===== src/pkg/cfc_params.svh =====
// Constants for the cascade frame counter block
`ifndef CFC_PARAMS_SVH
`define CFC_PARAMS_SVH
`define CFC_WORD_BITS 16
`define CFC_CHAIN_RESET 3'h0
`define CFC_RATE_RESET 2'h3
`define CFC_MCLK_DIV_RESET 3'h0
`define CFC_SCLK_HALF 3'h4
`define CFC_BIT_LAST 4'hf
`define CFC_FRAME_BITS 5'h10
`define CFC_FRAME_SAT 4'h8
`define CFC_PERIOD_BASE 12'h100
`define CFC_FACTOR_BASE 9'h020
`define CFC_SHIFT_BASE 4'h5
`define CFC_MOD_LAST 3'h7
`endif


===== src/pkg/cfc_pkg.sv =====
// Types for the cascade frame counter block
package cfc_pkg;
	typedef logic [1:0] cfc_rate_t;
	typedef logic [2:0] cfc_count_t;
	typedef logic [15:0] cfc_word_t;
	typedef enum {CFC_OUT_IDLE, CFC_OUT_FS, CFC_OUT_SHIFT} cfc_out_state_t;
endpackage


===== src/hw/cfc_mclk_div.sv =====
// Master clock divider producing the divided master clock tick
`timescale 1ns/100ps
`include "cfc_params.svh"
module cfc_mclk_div
(
	// Clock and reset
	input wire logic i_clk,
	input wire logic i_srst,
	// Divide code, ratio is code plus one
	input wire cfc_pkg::cfc_count_t i_div_code,
	// Divided master clock tick
	output logic o_tick
);
	import cfc_pkg::*;

	cfc_count_t cnt;
	cfc_count_t next_cnt;
	logic next_tick;

	// Count up to the divide code and pulse at the wrap
	always_comb
	begin
		if (cnt >= i_div_code)
		begin
			next_cnt = 3'h0;
			next_tick = 1'b1;
		end
		else
		begin
			next_cnt = cnt + 3'h1;
			next_tick = 1'b0;
		end
	end

	// Register divider state
	always_ff @(posedge i_clk)
	begin
		if (i_srst)
		begin
			cnt <= 3'h0;
			o_tick <= 1'b0;
		end
		else
		begin
			cnt <= next_cnt;
			o_tick <= next_tick;
		end
	end
endmodule


===== src/hw/cfc_frame_counter.sv =====
// Codec serial port with cascade frame counting, decimator and interpolator
//
// Contract
// RQ1 - At most eight units counted per period
// RQ2 - Frames addressed only by position in period
// RQ3 - Controller keeps chain bits within serial clock
// RQ4 - Sample interval is M divided clock periods
// RQ5 - Controller sends whole chain within interval
// RQ6 - Output word takes sixteen serial clocks
// RQ7 - Load DAC when frame count matches
// RQ8 - Three-bit chain length field, resets zero
// RQ9 - Controller programs chain length minus one
// RQ10 - Chain length field decoded as plain binary
// RQ11 - Four selectable output sample rates
// RQ12 - Decimation factor 32 to 256 by rate
// RQ13 - DAC interpolates to divided clock over eight
// RQ14 - Master clock divider resets to one
// RQ15 - Interpolator bypass option
// RQ16 - Third-order sinc decimation filter
// RQ17 - Frame sync one clock before word
// RQ18 - Default rate divided clock over 2048
// RQ19 - Frame counter restarts each sample period
`timescale 1ns/100ps
`include "cfc_params.svh"
module cfc_frame_counter
(
	// Clock and reset
	input wire logic i_clk,
	input wire logic i_srst,
	// Configuration
	input wire cfc_pkg::cfc_count_t i_chain_length_field,
	input wire logic i_chain_length_we,
	input wire cfc_pkg::cfc_rate_t i_rate_sel,
	input wire logic i_rate_we,
	input wire cfc_pkg::cfc_count_t i_mclk_div_code,
	input wire logic i_mclk_div_we,
	input wire logic i_mode_data,
	input wire logic i_mode_mixed,
	input wire logic i_interp_bypass,
	// Modulator bit stream from the ADC
	input wire logic i_adc_mod_bit,
	// Serial pins from the controller
	input wire logic i_sdi,
	input wire logic i_input_frame_sync,
	// Serial pins to the controller
	output logic o_sclk,
	output logic o_sdo,
	output logic o_output_frame_sync,
	// Received words
	output cfc_pkg::cfc_word_t o_dac_word,
	output logic o_dac_load,
	output cfc_pkg::cfc_word_t o_ctrl_word,
	output logic o_ctrl_valid,
	// Converter side
	output cfc_pkg::cfc_word_t o_adc_word,
	output cfc_pkg::cfc_word_t o_dac_out,
	output logic o_sample_tick,
	output logic o_mod_tick,
	output logic [8:0] o_decim_factor
);
	import cfc_pkg::*;

	// Configuration registers
	cfc_count_t chain, next_chain, mdiv, next_mdiv;
	cfc_rate_t rate, next_rate, rate_eff;
	logic rate_prog, next_rate_prog;

	always_comb
	begin
		// RQ8 chain length store
		next_chain = i_chain_length_we ? i_chain_length_field : chain;
		next_rate = i_rate_we ? i_rate_sel : rate;
		next_rate_prog = rate_prog | i_rate_we;
		next_mdiv = i_mclk_div_we ? i_mclk_div_code : mdiv;
		// RQ18 default rate until programmed
		rate_eff = rate_prog ? rate : `CFC_RATE_RESET;
	end

	always_ff @(posedge i_clk)
	begin
		if (i_srst)
		begin
			chain <= `CFC_CHAIN_RESET;
			rate <= `CFC_RATE_RESET;
			rate_prog <= 1'b0;
			// RQ14 divide by one at reset
			mdiv <= `CFC_MCLK_DIV_RESET;
		end
		else
		begin
			chain <= next_chain;
			rate <= next_rate;
			rate_prog <= next_rate_prog;
			mdiv <= next_mdiv;
		end
	end

	// RQ14 converter timing from divider
	logic dm_tick;
	cfc_mclk_div u_div
	(
		.i_clk(i_clk),
		.i_srst(i_srst),
		.i_div_code(mdiv),
		.o_tick(dm_tick)
	);

	// Pin synchronisers, value changes when stages two and three agree
	logic [2:0] fs_sync, sdi_sync, next_fs_sync, next_sdi_sync;
	logic fs_f, sdi_f, next_fs_f, next_sdi_f;

	always_comb
	begin
		next_fs_sync = {fs_sync[1:0], i_input_frame_sync};
		next_sdi_sync = {sdi_sync[1:0], i_sdi};
		next_fs_f = (fs_sync[1] == fs_sync[2]) ? fs_sync[2] : fs_f;
		next_sdi_f = (sdi_sync[1] == sdi_sync[2]) ? sdi_sync[2] : sdi_f;
	end

	always_ff @(posedge i_clk)
	begin
		if (i_srst)
		begin
			fs_sync <= 3'h0;
			sdi_sync <= 3'h0;
			fs_f <= 1'b0;
			sdi_f <= 1'b0;
		end
		else
		begin
			fs_sync <= next_fs_sync;
			sdi_sync <= next_sdi_sync;
			fs_f <= next_fs_f;
			sdi_f <= next_sdi_f;
		end
	end

	// Serial clock generation with edge ticks
	logic [2:0] half, next_half;
	logic next_sclk, rise, fall, next_rise, next_fall;

	always_comb
	begin
		next_half = half + 3'h1;
		next_sclk = o_sclk;
		next_rise = 1'b0;
		next_fall = 1'b0;
		if (half == `CFC_SCLK_HALF - 3'h1)
		begin
			next_half = 3'h0;
			next_sclk = ~o_sclk;
			next_rise = ~o_sclk;
			next_fall = o_sclk;
		end
	end

	always_ff @(posedge i_clk)
	begin
		if (i_srst)
		begin
			half <= 3'h0;
			o_sclk <= 1'b0;
			rise <= 1'b0;
			fall <= 1'b0;
		end
		else
		begin
			half <= next_half;
			o_sclk <= next_sclk;
			rise <= next_rise;
			fall <= next_fall;
		end
	end

	// Sample period counter
	logic [10:0] pcnt, next_pcnt, limit;
	logic sample_evt, mod_evt;
	logic [3:0] sh;

	always_comb
	begin
		// RQ4 period of M divided clocks
		limit = 11'((`CFC_PERIOD_BASE << rate_eff) - 12'h001);
		// RQ11 rate select sets interval
		sample_evt = dm_tick && (pcnt == limit);
		// RQ13 modulator tick every eight
		mod_evt = dm_tick && (pcnt[2:0] == `CFC_MOD_LAST);
		sh = `CFC_SHIFT_BASE + {2'h0, rate_eff};
		next_pcnt = pcnt;
		if (sample_evt)
			next_pcnt = 11'h000;
		else if (dm_tick)
			next_pcnt = pcnt + 11'h001;
	end

	always_ff @(posedge i_clk)
	begin
		if (i_srst)
		begin
			pcnt <= 11'h000;
			o_sample_tick <= 1'b0;
			o_mod_tick <= 1'b0;
			o_decim_factor <= 9'h000;
		end
		else
		begin
			pcnt <= next_pcnt;
			o_sample_tick <= sample_evt;
			o_mod_tick <= mod_evt;
			// RQ12 decimation factor by rate
			o_decim_factor <= `CFC_FACTOR_BASE << rate_eff;
		end
	end

	// Decimator integrators and combs, two input bits plus three times eight of growth
	logic signed [25:0] i1, i2, i3, d1, d2, d3, x, c1, c2, c3, scaled;
	logic signed [25:0] next_i1, next_i2, next_i3, next_d1, next_d2, next_d3;
	cfc_word_t next_adc;

	always_comb
	begin
		x = i_adc_mod_bit ? 26'sh0000001 : 26'sh3ffffff;
		// RQ16 sinc cubed integrate and comb
		next_i1 = mod_evt ? i1 + x : i1;
		next_i2 = mod_evt ? i2 + i1 : i2;
		next_i3 = mod_evt ? i3 + i2 : i3;
		c1 = i3 - d1;
		c2 = c1 - d2;
		c3 = c2 - d3;
		next_d1 = sample_evt ? i3 : d1;
		next_d2 = sample_evt ? c1 : d2;
		next_d3 = sample_evt ? c2 : d3;
		scaled = c3 >>> (3 * rate_eff);
		next_adc = o_adc_word;
		if (sample_evt)
			next_adc = (scaled > 26'sh0007fff) ? 16'h7fff : scaled[15:0];
	end

	always_ff @(posedge i_clk)
	begin
		if (i_srst)
		begin
			i1 <= 26'sh0;
			i2 <= 26'sh0;
			i3 <= 26'sh0;
			d1 <= 26'sh0;
			d2 <= 26'sh0;
			d3 <= 26'sh0;
			o_adc_word <= 16'h0000;
		end
		else
		begin
			i1 <= next_i1;
			i2 <= next_i2;
			i3 <= next_i3;
			d1 <= next_d1;
			d2 <= next_d2;
			d3 <= next_d3;
			o_adc_word <= next_adc;
		end
	end

	// Output word shifter
	cfc_out_state_t ost, next_ost;
	logic pend, next_pend, next_sdo, next_ofs;
	cfc_word_t osh, next_osh;
	logic [3:0] obit, next_obit;

	always_comb
	begin
		next_ost = ost;
		next_osh = osh;
		next_obit = obit;
		next_sdo = o_sdo;
		next_ofs = o_output_frame_sync;
		next_pend = pend;
		if (rise)
		begin
			case (ost)
				CFC_OUT_IDLE:
				begin
					next_sdo = 1'b0;
					if (pend)
					begin
						// RQ17 sync one clock ahead
						next_ofs = 1'b1;
						next_osh = i_mode_mixed ? {1'b0, o_adc_word[15:1]} : o_adc_word;
						next_pend = 1'b0;
						next_ost = CFC_OUT_FS;
					end
				end
				CFC_OUT_FS:
				begin
					next_ofs = 1'b0;
					next_sdo = osh[15];
					next_osh = {osh[14:0], 1'b0};
					next_obit = `CFC_BIT_LAST;
					next_ost = CFC_OUT_SHIFT;
				end
				CFC_OUT_SHIFT:
				begin
					// RQ6 sixteen serial clocks per word
					if (obit == 4'h0)
					begin
						next_sdo = 1'b0;
						next_ost = CFC_OUT_IDLE;
					end
					else
					begin
						next_sdo = osh[15];
						next_osh = {osh[14:0], 1'b0};
						next_obit = obit - 4'h1;
					end
				end
				default:
					next_ost = CFC_OUT_IDLE;
			endcase
		end
		// New sample event wins over the take
		if (sample_evt)
			next_pend = 1'b1;
	end

	always_ff @(posedge i_clk)
	begin
		if (i_srst)
		begin
			ost <= CFC_OUT_IDLE;
			pend <= 1'b0;
			osh <= 16'h0000;
			obit <= 4'h0;
			o_sdo <= 1'b0;
			o_output_frame_sync <= 1'b0;
		end
		else
		begin
			ost <= next_ost;
			pend <= next_pend;
			osh <= next_osh;
			obit <= next_obit;
			o_sdo <= next_sdo;
			o_output_frame_sync <= next_ofs;
		end
	end

	// Input word shifter and frame counting
	logic [4:0] icnt, next_icnt;
	logic [14:0] ish, next_ish;
	logic [3:0] fidx, next_fidx;
	logic done;
	cfc_word_t w, next_dac, next_ctrl;
	logic next_dac_load, next_ctrl_valid;

	always_comb
	begin
		next_icnt = icnt;
		next_ish = ish;
		done = 1'b0;
		w = {ish, sdi_f};
		next_dac = o_dac_word;
		next_ctrl = o_ctrl_word;
		next_dac_load = 1'b0;
		next_ctrl_valid = 1'b0;
		if (fall)
		begin
			if (icnt != 5'h00)
			begin
				next_ish = w[14:0];
				next_icnt = icnt - 5'h01;
				done = (icnt == 5'h01);
			end
			// RQ17 sync accepted when idle or on last bit
			if (fs_f && (icnt <= 5'h01))
				next_icnt = `CFC_FRAME_BITS;
		end
		// RQ1 count saturates past eight
		next_fidx = fidx;
		if (done && (fidx != `CFC_FRAME_SAT))
			next_fidx = fidx + 4'h1;
		// RQ19 restart count each period
		if (sample_evt)
			next_fidx = {3'h0, done};
		if (done)
		begin
			if (!i_mode_data)
			begin
				next_ctrl = w;
				next_ctrl_valid = 1'b1;
			end
			// RQ2 RQ7 RQ10 position matches binary count
			else if (fidx == {1'b0, chain})
			begin
				if (i_mode_mixed && w[15])
				begin
					next_ctrl = w;
					next_ctrl_valid = 1'b1;
				end
				else
				begin
					next_dac = i_mode_mixed ? {w[14:0], 1'b0} : w;
					next_dac_load = 1'b1;
				end
			end
		end
	end

	always_ff @(posedge i_clk)
	begin
		if (i_srst)
		begin
			icnt <= 5'h00;
			ish <= 15'h0000;
			fidx <= 4'h0;
			o_dac_word <= 16'h0000;
			o_ctrl_word <= 16'h0000;
			o_dac_load <= 1'b0;
			o_ctrl_valid <= 1'b0;
		end
		else
		begin
			icnt <= next_icnt;
			ish <= next_ish;
			fidx <= next_fidx;
			o_dac_word <= next_dac;
			o_ctrl_word <= next_ctrl;
			o_dac_load <= next_dac_load;
			o_ctrl_valid <= next_ctrl_valid;
		end
	end

	// Interpolator, linear ramp between samples at modulator rate
	cfc_word_t prev, next_prev;
	logic signed [24:0] acc, step, next_acc, next_step;
	logic signed [16:0] diff;
	cfc_word_t next_out;

	always_comb
	begin
		diff = $signed({o_dac_word[15], o_dac_word}) - $signed({prev[15], prev});
		next_prev = prev;
		next_acc = acc;
		next_step = step;
		next_out = o_dac_out;
		if (sample_evt)
		begin
			next_prev = o_dac_word;
			// RQ15 bypass takes sample directly
			if (i_interp_bypass)
			begin
				next_out = o_dac_word;
				next_step = 25'sh0;
				next_acc = $signed({o_dac_word[15], o_dac_word, 8'h00});
			end
			else
			begin
				// RQ13 ramp over factor modulator ticks
				// Sample event stands for the last tick, so land exactly on the old target
				next_out = prev;
				next_step = $signed({diff, 8'h00}) >>> sh;
				next_acc = $signed({prev[15], prev, 8'h00});
			end
		end
		else if (mod_evt)
		begin
			next_acc = acc + step;
			next_out = next_acc[23:8];
		end
	end

	always_ff @(posedge i_clk)
	begin
		if (i_srst)
		begin
			prev <= 16'h0000;
			acc <= 25'sh0;
			step <= 25'sh0;
			o_dac_out <= 16'h0000;
		end
		else
		begin
			prev <= next_prev;
			acc <= next_acc;
			step <= next_step;
			o_dac_out <= next_out;
		end
	end
endmodule


===== config.mk =====
export PLATFORM = sky130hd
export DESIGN_NAME = cfc_frame_counter
export DESIGN_NICKNAME = d
export VERILOG_FILES = /design/src/pkg/cfc_pkg.sv /design/src/hw/cfc_mclk_div.sv /design/src/hw/cfc_frame_counter.sv
export VERILOG_INCLUDE_DIRS = /design/src /design/src/pkg
export SDC_FILE = /design/constraint.sdc
export NUM_CORES = 1
export LEC_CHECK = 0
export ABC_AREA = 1
export BUFFER_PORTS_ARGS = -buffer_cell sky130_fd_sc_hd__buf_2
export CAP_MARGIN = 25
export CORE_MARGIN = 2
export CORE_UTILIZATION = 50
export DETAILED_ROUTE_END_ITERATION = 7
export GPL_TIMING_DRIVEN = 0
export MAX_ROUTING_LAYER = met4
export PLACE_DENSITY = 0.69
export SYNTH_ARGS = -nofsm -noshare
export SYNTH_HDL_FRONTEND = slang
export SYNTH_HIERARCHICAL = 1
export SYNTH_SLANG_ARGS = --single-unit
export TNS_END_PERCENT = 30

===== constraint.sdc =====
create_clock -name i_clk -period 5.64 [get_ports i_clk]
set_clock_uncertainty 0.05 [all_clocks]
set_input_delay 0.564 -clock i_clk [delete_from_list [all_inputs] [get_ports i_clk]]
set_output_delay 0.564 -clock i_clk [all_outputs]
set_load 0.005 [all_outputs]

==> metrics.cfg <==
[outcome]
status=finished, violations left
violations=negative setup slack

[clocking]
cts_sinks=363
hold_buffers=0
path_clk_slew_ps=60
h-tree-depth=2
root_buffer=clkbuf_16
cts_made_buffers=42
clk_latency_ps=600
cts_tree=built
clk_path_buf_depth=3

[routing]
totalWireLength_um=68300
drc_errors=0
first_iter_violations=1849
vias=22800
vias_per_cell=5.32
first_pass_iters=6
antenna_violating_nets_post_route=0
wl_per_cell_um=15.9

[worst_setup_path]
end_kind=flop
rr_endpoint=o_adc_word[0]$_SDFFE_PP0P_
cp.buffers_inverters=3
reg2reg_depth=40
critPathKind=flop to flop
r2r_start=i3[0]$_SDFFE_PP0P_
crit_fanout=5
start_kind=flop
worstPathRequired_ps=6070
crit_family=compound AO/OA/AOI/OAI gates
cp_slowest_cell=fa_2
slowest_delay_ps=370
ff2ff_setup_slack_ps=-600
crit_arrival_ps=6670

[worst_hold_path]
hold_depth=3
hold_path_end=sdi_sync[0]$_SDFF_PP0_
min_from=i_sdi
worst_hold_path_type=input port to flop

[global_routing]
grt_pass1_wl_um=108000
grt_util_all_layers=0.277
antenna_found_initial=1
grt_remaining_overflow=0
grt_max_degree=28
grt_pass1_vias=21000

[finish]
post-route-util=0.595
fin_nets=3882
area_growth_pct=16.7
final_cells=4285
n_antenna_cell=0
drive_gt1_frac=0.117

[die]
core-area_sq_mm=0.0468
num_rows=79
initial_utilization=0.509
ios=99
die-area_sq_mm=0.0494
dieHeight_um=222
chipWidth_um=222

[yosys]
ys_warn_count=6
netlist_area_sq_mm=0.0238
ys_seq_area_frac=0.305
synth_edf_count=0
syn-instance-count=3459
synth_area_leaders=dfxtp_1 31%, ha_1 11%, nand2_1 11%
netlist.top_cell.by_area=dfxtp_1
yosys_most_used_dff=dfxtp_1
synthArstFlopShare=0
syn_area_per_cell_sq_um=6.89
synth_top_area_frac=0.305
ys_types=63
ys_seq_elements=363

[placement]
placed_cells=4162
io_buffers=92
place.gp.congestion=0.968
hpwlAfterDp_um=51500
place_ws_ps=-1180

[sta]
min_period_over_period=1.11
max_clock_freq_mhz=160
layout_setup_ws_ps=-595
slew_headroom=0.327
tightest_slew_ps=1010
period_needed_ps=6240
fin_setup_tns_ps=-8940
hold_violations=0
rsz0062_at_grt=true
slew_viol_final=0
setup_viol=16

[job]
drv_cap=0

[pwr]
peakVddDrop_uv=276
power.total_mw=6.13
powerDensity_mw_per_mm2=220
p_leak_nw=13.4

registers in the layout (all words and copies together) (netlist names), 24 cells and up:
name and flops:
d3 26, d2 26, i1 26, step 24, i3 26, d1 26
i2 26
Yosys cell counts (8+ instances only):
library cell,count
o21ai_1,30
nor2_1,314
a21o_1,9
xor2_1,98
o21bai_1,11
xnor2_1,51
nand2_1,672
dfxtp_1,363
nor3_1,29
ha_1,210
a31oi_1,22
buf_1,11
fa_1,8
or2_2,16
o221ai_1,9
o21ai_0,318
o211ai_1,24
o22ai_1,37
nand3_1,152
a21boi_1,14
clkbuf_1,103
nand4_1,15
buf_4,22
nand3_2,8
a311oi_1,15
a21oi_1,320
nand2_2,16
a211oi_1,19
inv_1,463
routing by layer:
layer  wire length (um)  share of wire  track usage  vias to the layer above
met5                  0              0            -                        -
met1              32000           0.47        0.375                    10300
met2              29600           0.43        0.420                      619
met3               4840          0.071       0.0464                      107
met4               1950          0.028       0.0883                        0
li1                   -              -            -                    11800
worst register-to-register path: cells and delay by family, from the launching register on:
kind                     cells  cell delay [ps]
AO/OA/AOI/OAI               15             2400
AND/OR/NAND/NOR             16             1580
buffers and inverters        3              270
XOR/XNOR                     2              370
adder cells (fa/ha/maj)      4             1070
flip-flops                   1              350
cell families after synthesis:
logic type      Yosys count  synth area share
buf+inv                 615             0.101
other cells               1          0.000157
compound gates          869             0.205
fa+ha+maj               218             0.117
mux                       4           0.00168
flops                   363             0.305
xor+xnor                149            0.0548
simple gates           1240             0.215
timing repair:
action / 4_1_cts / 5_1_grt
endpoints found under the setup margin: 16 / 64
pin swaps: 47 / 61
gates cloned: 1 / 0
gates resized for setup: 86 / 76
setup buffers: 37 / 10
report_power, final:
group          switching [mW]  internal, mW
registers             0.00990          2.58
clock network            1.18          1.91
logic                   0.296         0.150
how the worst max path moves through the flow:
stage	startpoint	end	slack [ps]	depth (start not counted)
6_report	i3[0]$_SDFFE_PP0P_	o_adc_word[0]$_SDFFE_PP0P_	-600	40
4_1_cts	i3[0]$_SDFFE_PP0P_	o_adc_word[5]$_SDFFE_PP0P_	-460	43
3_5_place_dp	i3[0]$_SDFFE_PP0P_	o_adc_word[5]$_SDFFE_PP0P_	-1180	39
2_1_floorplan	i3[0]$_SDFFE_PP0P_	o_adc_word[10]$_SDFFE_PP0P_	1	40
3_3_place_gp	i3[2]$_SDFFE_PP0P_	o_adc_word[13]$_SDFFE_PP0P_	-1190	40
5_1_grt	i3[0]$_SDFFE_PP0P_	o_adc_word[5]$_SDFFE_PP0P_	-910	42
stage by stage:
step | hold WS [ps] | instance area, sq um
finish | 114 | 27800
global route | 129 | 27800
floorplan | 338 | 23900
CTS | 93.4 | 27400
global placement | 342 | 25100
detailed placement | 346 | 25100
area by class of cell:
class,count,area [sq um]
inverters,473,1780
multi-input cells,2485,14900
clock buffers,57,1200
flip-flops and latches,363,7270
repair buffers,139,873
clock inverters,20,372
well taps,607,759
plain buffers,141,622
fillers,4377,19000
cells in the final DEF (no fill, tap or decap), types with 21 or more instances in the layout:
| cell | n |
|---|---|
| a21oi_1 | 309 |
| a31oi_1 | 21 |
| buf_2 | 97 |
| buf_4 | 63 |
| clkbuf_1 | 108 |
| clkbuf_16 | 42 |
| dfxtp_1 | 359 |
| ha_1 | 188 |
| inv_1 | 455 |
| nand2_1 | 648 |
| nand2_2 | 31 |
| nand3_1 | 149 |
| nor2_1 | 311 |
| nor3_1 | 27 |
| o211ai_1 | 24 |
| o21ai_0 | 308 |
| o21ai_1 | 29 |
| o22ai_1 | 37 |
| xnor2_1 | 45 |
| xor2_1 | 86 |
Power figures use the tool's default switching activity.
